===== src/logic/ahp_pkg.sv =====
// Package: constants and types for the converter host port and power control
package ahp_pkg;
  localparam int RES_W = 12;
  localparam int CHAN_W = 3;
  // Output codes at key input points
  localparam logic [11:0] CODE_ZERO = 12'h000;
  localparam logic [11:0] CODE_MID = 12'h800;
  localparam logic [11:0] CODE_MID_M1 = 12'h7ff;
  localparam logic [11:0] CODE_FULL = 12'hfff;
  localparam real LSB_MV = 1.2207;
  // Conversion timing in conversion-clock half cycles: 13.5 and 2.5 cycles
  localparam int CONV_HALF = 27;
  localparam int SAMPLE_HALF = 5;
  // Discarded conversions after deep power-down
  localparam int DEEP_DISCARD = 10;
  // Reset values
  localparam logic [2:0] CHAN_RST = 3'h0;
  // Power state, one-hot
  typedef enum logic [2:0] {
    PWR_ON = 3'b001,
    PWR_LIGHT = 3'b010,
    PWR_DEEP = 3'b100
  } ahp_pwr_t;
  // Decode of select bits 1,0 at read-strobe rising edge; bit 2 ignored
  function automatic ahp_pwr_t ahp_pwr_decode(input logic [1:0] sel);
    ahp_pwr_t r;
    r = PWR_ON;
    if (sel[1])
    begin
      r = PWR_DEEP;
    end
    else if (sel[0])
    begin
      r = PWR_LIGHT;
    end
    return r;
  endfunction : ahp_pwr_decode
endpackage : ahp_pkg


===== src/logic/ahp_buf2.sv =====
// Two-entry valid/ready buffer for conversion results
`timescale 1ns/10ps
module ahp_buf2 #(
  parameter int WIDTH = 12
) (
  input wire logic clk_sys,
  input wire logic reset,
  input wire logic in_valid,
  output logic in_ready,
  input wire logic [WIDTH-1:0] in_data,
  output logic out_valid,
  input wire logic out_ready,
  output logic [WIDTH-1:0] out_data
);
  logic [WIDTH-1:0] mem_q [2];
  logic rd_q;
  logic wr_q;
  logic [1:0] cnt_q;
  logic push;
  logic pop;

  // Handshake from occupancy
  assign in_ready = (cnt_q != 2'd2);
  assign out_valid = (cnt_q != 2'd0);
  assign out_data = mem_q[rd_q];
  assign push = in_valid && in_ready;
  assign pop = out_valid && out_ready;

  // Storage written by index
  always_ff @(posedge clk_sys)
  begin
    if (push)
    begin
      mem_q[wr_q] <= in_data;
    end
  end

  // Pointers and count
  always_ff @(posedge clk_sys)
  begin
    if (reset)
    begin
      rd_q <= 1'b0;
      wr_q <= 1'b0;
      cnt_q <= 2'd0;
    end
    else
    begin
      if (push)
      begin
        wr_q <= ~wr_q;
      end
      if (pop)
      begin
        rd_q <= ~rd_q;
      end
      cnt_q <= cnt_q + 2'(push) - 2'(pop);
    end
  end
endmodule : ahp_buf2


===== src/logic/ahp_port.sv =====
// Host port: channel latch, conversion sequencing, result bus and power-down control
// Overview of operation
// - Channel select latched on convert strobe rising edge with chip select low.
// - Result is twelve-bit straight binary, 000 at zero, FFF at full scale.
// - Midscale code 800, one below 7FF, one step is 1.2207 mV.
// - Output bus driven only with chip select and read low after busy high.
// - Two power-down states: light keeps reference on, deep turns all off.
// - After deep state, flag first ten results invalid for discard.
// - After light state, results are valid immediately.
// - Enter chosen power-down state on read strobe rising edge after a read.
// - With chip select tied low, read strobe alone governs power-down.
// - Decode bits 1,0: 00 none, 01 light, 1x deep; bit 2 ignored.
// - Convert strobe falling with chip select low exits any power-down.
// - Conversion starts at first conversion-clock rising edge after strobe falls.
// - Conversion lasts 13.5 conversion-clock cycles, sampling 2.5 cycles.
// - Busy low during conversion, high at end with result valid.
`timescale 1ns/10ps
module ahp_port
  import ahp_pkg::*;
#(
  parameter int RES_WIDTH = RES_W,
  parameter int DISCARD_COUNT = DEEP_DISCARD
) (
  input wire logic clk_sys,
  input wire logic reset,
  input wire logic conv_clk,
  input wire logic cs_n,
  input wire logic wr_n,
  input wire logic rd_n,
  input wire logic [ahp_pkg::CHAN_W-1:0] chan_sel,
  output logic [ahp_pkg::CHAN_W-1:0] active_chan,
  output logic sample_req,
  input wire logic [RES_WIDTH-1:0] sar_code,
  input wire logic sar_code_valid,
  output logic sar_code_ready,
  output logic busy_n,
  output logic [RES_WIDTH-1:0] data_out,
  output logic data_oe,
  output logic result_valid,
  output logic ref_on,
  output logic core_on,
  output logic [2:0] pwr_state
);
  typedef enum logic [2:0] {
    CV_IDLE = 3'b001,
    CV_WAIT = 3'b010,
    CV_RUN = 3'b100
  } ahp_cv_t;

  ahp_cv_t cv_q;
  ahp_pwr_t pwr_q;
  logic wr_n_q;
  logic rd_n_q;
  logic conv_clk_q;
  logic [5:0] half_q;
  logic [CHAN_W-1:0] chan_q;
  logic [RES_WIDTH-1:0] res_q;
  logic [3:0] discard_q;
  logic busy_n_q;
  logic fresh_q;
  logic clk_edge;
  logic wr_fall;
  logic wr_rise;
  logic rd_rise;
  logic conv_done;
  logic buf_valid;
  logic [RES_WIDTH-1:0] buf_data;

  // Edges of strobes and conversion clock, inputs taken as synchronous
  always_ff @(posedge clk_sys)
  begin
    if (reset)
    begin
      wr_n_q <= 1'b1;
      rd_n_q <= 1'b1;
      conv_clk_q <= 1'b0;
    end
    else
    begin
      wr_n_q <= wr_n;
      rd_n_q <= rd_n;
      conv_clk_q <= conv_clk;
    end
  end
  assign clk_edge = conv_clk != conv_clk_q;
  assign wr_fall = wr_n_q && !wr_n && !cs_n;
  assign wr_rise = !wr_n_q && wr_n && !cs_n;
  assign rd_rise = !rd_n_q && rd_n && !cs_n;

  // Channel becomes active on convert strobe rising edge
  always_ff @(posedge clk_sys)
  begin
    if (reset)
    begin
      chan_q <= CHAN_RST;
    end
    else if (wr_rise)
    begin
      chan_q <= chan_sel;
    end
  end

  // Conversion sequencer; half cycles counted on both conversion-clock edges
  assign conv_done = (cv_q == CV_RUN) && clk_edge && (half_q == 6'(CONV_HALF - 1));
  always_ff @(posedge clk_sys)
  begin
    if (reset)
    begin
      cv_q <= CV_IDLE;
      half_q <= 6'd0;
    end
    else
    begin
      unique case (cv_q)
        CV_IDLE:
        begin
          if (wr_fall)
          begin
            cv_q <= CV_WAIT;
          end
        end
        CV_WAIT:
        begin
          if (clk_edge && conv_clk)
          begin
            cv_q <= CV_RUN;
            half_q <= 6'd0;
          end
        end
        CV_RUN:
        begin
          if (clk_edge)
          begin
            half_q <= half_q + 6'd1;
          end
          if (conv_done)
          begin
            cv_q <= CV_IDLE;
          end
        end
      endcase
    end
  end
  assign sample_req = (cv_q == CV_RUN) && (half_q < 6'(SAMPLE_HALF));

  // Busy low from strobe fall until the result register is loaded,
  // so the bus never shows a stale code once busy is high
  always_ff @(posedge clk_sys)
  begin
    if (reset)
    begin
      busy_n_q <= 1'b1;
    end
    else if (wr_fall)
    begin
      busy_n_q <= 1'b0;
    end
    else if (cv_q == CV_IDLE && fresh_q && buf_valid)
    begin
      busy_n_q <= 1'b1;
    end
  end
  assign busy_n = busy_n_q;

  // Core codes buffered so a late result is not lost if the core runs ahead
  ahp_buf2 #(
    .WIDTH(RES_WIDTH)
  ) u_buf (
    .clk_sys(clk_sys),
    .reset(reset),
    .in_valid(sar_code_valid),
    .in_ready(sar_code_ready),
    .in_data(sar_code),
    .out_valid(buf_valid),
    .out_ready(fresh_q),
    .out_data(buf_data)
  );

  // Result register; straight binary passes through unchanged
  always_ff @(posedge clk_sys)
  begin
    if (reset)
    begin
      res_q <= CODE_ZERO;
      fresh_q <= 1'b0;
    end
    else
    begin
      if (conv_done)
      begin
        fresh_q <= 1'b1;
      end
      else if (fresh_q && buf_valid)
      begin
        res_q <= buf_data;
        fresh_q <= 1'b0;
      end
    end
  end

  // Output bus enabled only while chip select and read strobe low and not busy
  always_ff @(posedge clk_sys)
  begin
    if (reset)
    begin
      data_out <= CODE_ZERO;
      data_oe <= 1'b0;
    end
    else
    begin
      data_oe <= !cs_n && !rd_n && busy_n_q;
      data_out <= res_q;
    end
  end

  // Power state: read edge decodes, new conversion wakes; busy low blocks the decode
  always_ff @(posedge clk_sys)
  begin
    if (reset)
    begin
      pwr_q <= PWR_ON;
    end
    else if (wr_fall)
    begin
      pwr_q <= PWR_ON;
    end
    else if (rd_rise && busy_n_q)
    begin
      pwr_q <= ahp_pwr_decode(chan_sel[1:0]);
    end
  end
  assign pwr_state = pwr_q;
  assign ref_on = (pwr_q != PWR_DEEP);
  assign core_on = (pwr_q == PWR_ON);

  // Discard window after deep state; light state needs none
  always_ff @(posedge clk_sys)
  begin
    if (reset)
    begin
      discard_q <= 4'd0;
    end
    else if (wr_fall && pwr_q == PWR_DEEP)
    begin
      discard_q <= 4'(DISCARD_COUNT);
    end
    else if (conv_done && discard_q != 4'd0)
    begin
      discard_q <= discard_q - 4'd1;
    end
  end

  // Marks whether the current result may be trusted
  always_ff @(posedge clk_sys)
  begin
    if (reset)
    begin
      result_valid <= 1'b0;
    end
    else if (conv_done)
    begin
      result_valid <= (discard_q == 4'd0);
    end
  end
  assign active_chan = chan_q;
endmodule : ahp_port


===== config.mk =====
export PLATFORM = sky130hd
export DESIGN_NAME = ahp_port
export DESIGN_NICKNAME = d
export VERILOG_FILES = /design/src/logic/ahp_pkg.sv /design/src/logic/ahp_buf2.sv /design/src/logic/ahp_port.sv
export SDC_FILE = /design/constraint.sdc
export NUM_CORES = 1
export LEC_CHECK = 0
export BUFFER_PORTS_ARGS = -buffer_cell sky130_fd_sc_hd__buf_2
export CELL_PAD_IN_SITES_DETAIL_PLACEMENT = 1
export CELL_PAD_IN_SITES_GLOBAL_PLACEMENT = 1
export CORE_MARGIN = 4
export CORE_UTILIZATION = 30
export CTS_BUF_LIST = sky130_fd_sc_hd__clkbuf_16
export CTS_CLUSTER_DIAMETER = 80
export CTS_CLUSTER_SIZE = 14
export DETAILED_ROUTE_END_ITERATION = 16
export GPL_ROUTABILITY_DRIVEN = 0
export MAX_ROUTING_LAYER = met4
export PLACE_DENSITY_LB_ADDON = 0.1
export SLEW_MARGIN = 20
export SYNTH_ARGS = -nofsm -noshare
export SYNTH_HDL_FRONTEND = slang
export SYNTH_HIERARCHICAL = 1
export SYNTH_SLANG_ARGS = --single-unit
export TNS_END_PERCENT = 10

===== constraint.sdc =====
create_clock -name clk_sys -period 2.4 [get_ports clk_sys]
set_clock_uncertainty 0.05 [all_clocks]
set_input_delay 0.36 -clock clk_sys [delete_from_list [all_inputs] [get_ports clk_sys]]
set_output_delay 0.36 -clock clk_sys [all_outputs]
set_load 0.1 [all_outputs]

## Word-level counts from Yosys, hierarchy flattened

Memory sizes are Yosys's and may differ from the RTL's. A register that Yosys moved wholly into a read port is not among the register bits.
Cells that the tools add are included.

- Add/sub/neg operators: 4
- Magnitude comparators: 1
- Eq/ne operators: 13
- Multiplexer cells: 17
- Bitwise logic cells: 3
- Reductions and logical operators: 36

Operator list:

| operator | count |
|---|---|
| 1-bit logical AND | 19 |
| 3-bit 2-to-1 mux | 4 |
| 6-bit 2-to-1 mux | 2 |
| 6-bit case mux with 2 select lines | 1 |
| 2-bit inequality test, second input constant | 5 |
| 2-bit nonzero test | 5 |
| 3-bit case mux with 3 select lines | 1 |
| 4-bit 2-to-1 mux | 2 |
| 6-bit by 1-bit adder with 6-bit output, second input constant | 1 |
| 3-bit by 1-bit == test with 1-bit output, second input constant | 2 |
| 3-bit == test, second input constant | 2 |
| 6-bit by 5-bit == test with 1-bit output, second input constant | 1 |
| 6-bit by 3-bit < comparator with 1-bit output, second input constant | 1 |
| 1-bit 2-to-1 mux | 6 |
| 3-bit AND reduction | 2 |
| 1-bit zero test | 5 |
| 4-bit zero test | 1 |
| 4-bit nonzero test | 1 |
| 2-bit OR reduction | 2 |
| 4-bit by 1-bit subtractor with 4-bit output, second input constant | 1 |
| 3-bit by 2-bit == test with 1-bit output, second input constant | 1 |
| 3-bit inequality test, second input constant | 1 |
| 1-bit NOT | 3 |
| 2-bit by 1-bit adder with 2-bit output | 1 |
| 4 further kinds | 4 |

- Bits in registers: 42
- RAM bits: 24
- Bits of input ports: 22
- Logic and storage cells: 92
- Memories kept: 1

Memory list:

| memory | depth | width | read ports | clocked after Yosys merged registers in | wr ports | line | RTL |
|---|---|---|---|---|---|---|---|
| u_buf.mem_q | 2 | 12 | 1 | 1 | 1 | ahp_buf2.sv:15 | `logic [WIDTH-1:0] mem_q [2];` |

## Depth between registers and ports, before layout

- Word-level depth: 6
- Mapped depth: 8
- Mapped depth without buffers: 8

## By module

The synthesis kept the hierarchy.

By module, submodules not included:

| module | times used | cells an instance | area each (um^2) | sequential area each (um^2) |
|---|---|---|---|---|
| ahp_port | 1 | 193 | 1,971.9 | 1,001.0 |
| ahp_buf2 | 1 | 61 | 1,101.1 | 820.8 |

## Worst setup path before layout

No wires, ideal clock.

- Path type: flip-flop to output port
- From: register cv_q[0]
- To: output sample_req
- Arrival time: 4.018 ns
- Setup slack: -2.028 ns
- Stages on the path, launching flop included: 4
- Path through: dfxtp_1 clkbuf_1 or4_1 nor4b_1

- Longest elaborated chain between the ends: 2

Ends and longest elaborated chain:

| element | line | RTL |
|---|---|---|
| from (decl) | ahp_port.sv:50 | `ahp_cv_t cv_q;` |
| from (signal assigned) | ahp_port.sv:109 | `cv_q <= CV_IDLE;` |
| from (signal assigned) | ahp_port.sv:119 | `cv_q <= CV_WAIT;` |
| from (signal assigned) | ahp_port.sv:126 | `cv_q <= CV_RUN;` |
| 3-bit == test | ahp_port.sv:144 | `assign sample_req = (cv_q == CV_RUN) && (half_q < 6'(SAMPLE_HALF));` |
| 1-bit logical AND | ahp_port.sv:144 |  |
| to (decl) | ahp_port.sv:32 | `output logic sample_req,` |

Every way passes these cells.

## Final worst setup path

Same ends and word-level chain as after synthesis.

==> results.cfg <==
[status]
outcome = finished, final reports clean

[global_route]
use_met2_pct = 16.7
grt_max_degree = 26
use_met1_pct = 15.9
busiest_layer = met2
grt_usage_pct = 11.6
antenna_found_initial = 0
grt_use_met3_pct = 3.55
grt_pass1_wl_um = 10200
grt-ovfl-total = 0
first_global_vias = 2032

[timing]
fmax_mhz = 459
relSlewSlack_pct = 58.0
rsz0062_at_grt = no
hold_violations = 0
tightest_slew_ns = 0.628
final-setup-viol-count = 0
slew_viol_final = 0
post-route-period-util_pct = 90.8
period_minus_slack_ns = 2.18
whs_ns = 0.166

[pwr]
p_switching_uw = 707
max-vdd-ir-drop_v = 0.000287
seqPwrFrac_pct = 50.0
swShare_pct = 24.3
p_int_mw = 2.21
clock_power_share_pct = 43.2
p_comb_share_pct = 6.8
p_leak_nw = 1.55
powerDensity_nw_per_um2 = 768
total_power_mw = 2.91

[yosys]
synth-main-ff-cell = dfxtp_1
async_flop_share_pct = 0
synth_cell_type_count = 52
synth_seq_cells = 79
syn_nets = 283
synth_area_um2 = 3070
syn_inst = 254
synth.avg_cell_area_um2 = 12.1
synth_edf_count = 24
synth-warning-count = 6
synth.yosys.seq_area_share_pct = 59.3

[clocking]
cts_tree = built
clk_pin_slew_ns = 0.06
ctsHoldBuffers = 0
clkSinkCount = 79
cts-root-buf = clkbuf_16
cts_setup_buffers = 0
cts_resized = 0
clock_path_buffers = 2
cts_max_level = 3
worstSkewPairLatency_ns = 0.33
cts_buffers = 9

[cells_and_area]
post-route-util_pct = 38.5
nNetsFinal = 338
layout-drive-gt1-share_pct = 27.7
fillers = 1055
area.sequential_um2 = 1820
syn_to_final_growth_pct = 23.5
multiInputGateArea_um2 = 1200
final_design_area_no_fill_um2 = 3790
antenna_cells = 0

[worst_hold_path]
hold_path.startpoint = sar_code[2]
holdPathEnd = u_buf/mem_q[1][2]
hold_path_class = in -> reg
min_path_cells = 1

[floorplan]
initial_core_util_pct = 31.2
core_area_um2 = 9860
die_y_um = 109
dieArea_um2 = 11900
ios = 47
die_x_um = 109
rows = 36

[detailed_routing]
vias = 1949
wl_per_cell_um = 13.8
ant_nets = 0
routed_wl_um = 6190
remaining_drc_errors = 0
via_per_inst = 4.36
drtPass1Iterations = 4
drt-initial-drc-count = 50

[critical_path]
crit_type = reg -> out
start_kind = flip-flop
r2r_cells = 6
slowest_stage = or4_1
rrSetupSlack_ns = 0.54
critical_path.reg2reg.startpoint = conv_clk_q
r2r_end = res_q[3]
worstPathRequired_ns = 1.99
end_kind = output pin
crit_path_cell_trace = or4_1 -> nor4b_4 -> buf_12
worstPathArrival_ns = 1.77
max_stage_delay_ns = 0.50
critPathMaxFanout = 12

[placed_design]
placed_area_um2 = 3510
io_buffers = 46
dp_hpwl_um = 4480

[run]
maxCapViolCount = 0
## power groups by stage
| stage | Sequential [mW] | Clock, mW | Combinational (mW) |
|---|---|---|---|
| after floorplan | 1.50 | 0 | 0.115 |
| after CTS | 1.46 | 1.32 | 0.202 |
| after detailed placement | 1.49 | 0 | 0.201 |
| final | 1.46 | 1.26 | 0.198 |
| after global routing | 1.46 | 1.39 | 0.218 |
| after global placement | 1.49 | 0 | 0.200 |
## layout by cell type (no fill, tap or decap), types with 2 or more instances in the layout
| master | count |
|---|---|
| a211oi_1 | 5 |
| nand3_1 | 3 |
| a21oi_1 | 5 |
| nand3b_1 | 2 |
| mux2_2 | 2 |
| mux2i_1 | 17 |
| inv_1 | 10 |
| and3_1 | 2 |
| clkinvlp_4 | 2 |
| edfxtp_1 | 24 |
| nor3b_1 | 4 |
| nand2b_1 | 2 |
| buf_2 | 45 |
| dfxtp_1 | 55 |
| nand2_1 | 7 |
| nor2b_1 | 17 |
| o21ai_0 | 3 |
| inv_6 | 3 |
| nor2_1 | 28 |
| o21bai_1 | 2 |
| nor3_1 | 2 |
| or2_2 | 3 |
| ha_1 | 7 |
| nor4b_4 | 2 |
| mux2_1 | 10 |
| clkbuf_16 | 9 |
| buf_4 | 6 |
| xnor2_1 | 7 |
## Yosys cell counts (2+ instances only)
cell type   n  area [µm²]
mux2i_1    17         170
nand3b_1    2        15.0
clkbuf_1    6        22.5
o21bai_1    2        15.0
nand2b_1    2        12.5
or2_2       3        18.8
and3_1      2        12.5
nor2_1     28         105
nand3_1     3        15.0
inv_1      10        37.5
ha_1        7        87.6
nand2_1     7        26.3
nor4b_1     2        17.5
dfxtp_1    55        1100
a211oi_1    5        37.5
a21oi_1     5        25.0
mux2_2      2        22.5
edfxtp_1   24         721
mux2_1     10         113
nor3_1      2        10.0
xnor2_1     7        61.3
o21ai_0     3        15.0
nor3b_1     5        37.5
nor2b_1    17         106
## cell type report
type | count | area share (%)
Clock buffer | 9 | 5.94
Clock inverter | 7 | 1.42
Timing Repair Buffer | 52 | 7.65
Sequential cell | 79 | 48.0
Inverter | 10 | 0.989
Multi-Input combinational cell | 157 | 31.6
Tap cell | 133 | 4.39
## worst max-delay path by stage
stage	startpoint	slack (ns)	end	depth (start not counted)
after detailed placement	conv_clk	0.36	discard_q[3]	7
final	cv_q[0]	0.22	sample_req	3
after global placement	conv_clk	0.41	res_q[10]	6
after CTS	cv_q[0]	0.20	sample_req	3
after global routing	cv_q[0]	0.13	sample_req	3
after floorplan	cv_q[0]	-0.04	sample_req	3
## sequential cells by signal (all words and copies together), names as in the netlist, named ones only
register and flops:
cv_q 3, u_buf/rd_q 1, u_buf/cnt_q 2, data_oe 1, wr_n_q 1, result_valid 1
conv_clk_q 1, res_q 12, discard_q 4, active_chan 3, u_buf/mem_q 24, pwr_state 3
data_out 12, half_q 6, rd_n_q 1, busy_n 1, fresh_q 1, u_buf/wr_q 1
## routing by layer
layer	vias to the layer above	wire, µm
li1	1000	-
met1	904	3240
met2	39	2620
met3	6	267
met4	0	67
met5	-	0
## logic make-up (layout without fill, tap and decap cells)
| kind of cell | after synthesis | count (layout) | share of synthesized area [%] |
|---|---|---|---|
| AOI/OAI and AO/OA | 23 | 23 | 5.29 |
| xor gates and xnor gates | 8 | 8 | 2.28 |
| adders and majority gates | 7 | 7 | 2.85 |
| DFF | 79 | 79 | 59.3 |
| and+or+nand+nor | 89 | 89 | 17.3 |
| muxes | 30 | 30 | 10.4 |
| buffers and inverters | 18 | 78 | 2.57 |
## critical path: cells and delay by family, from the launching register on
family | cells | cell delay, ns
flip-flops | 1 | 0.45
buffers and inverters | 1 | 0.21
AND/OR/NAND/NOR | 2 | 0.78
## per-stage QoR
| stage | setup slack, ns | std cells | TNS (ns) |
|---|---|---|---|
| 3_3_place_gp | 0.413 | 431 | 0 |
| 5_1_grt | 0.133 | 447 | 0 |
| 3_5_place_dp | 0.355 | 431 | 0 |
| 2_1_floorplan | -0.0353 | 254 | -0.0353 |
| 4_1_cts | 0.197 | 447 | 0 |
| 6_report | 0.220 | 447 | 0 |
Power figures use the tool's default switching activity.
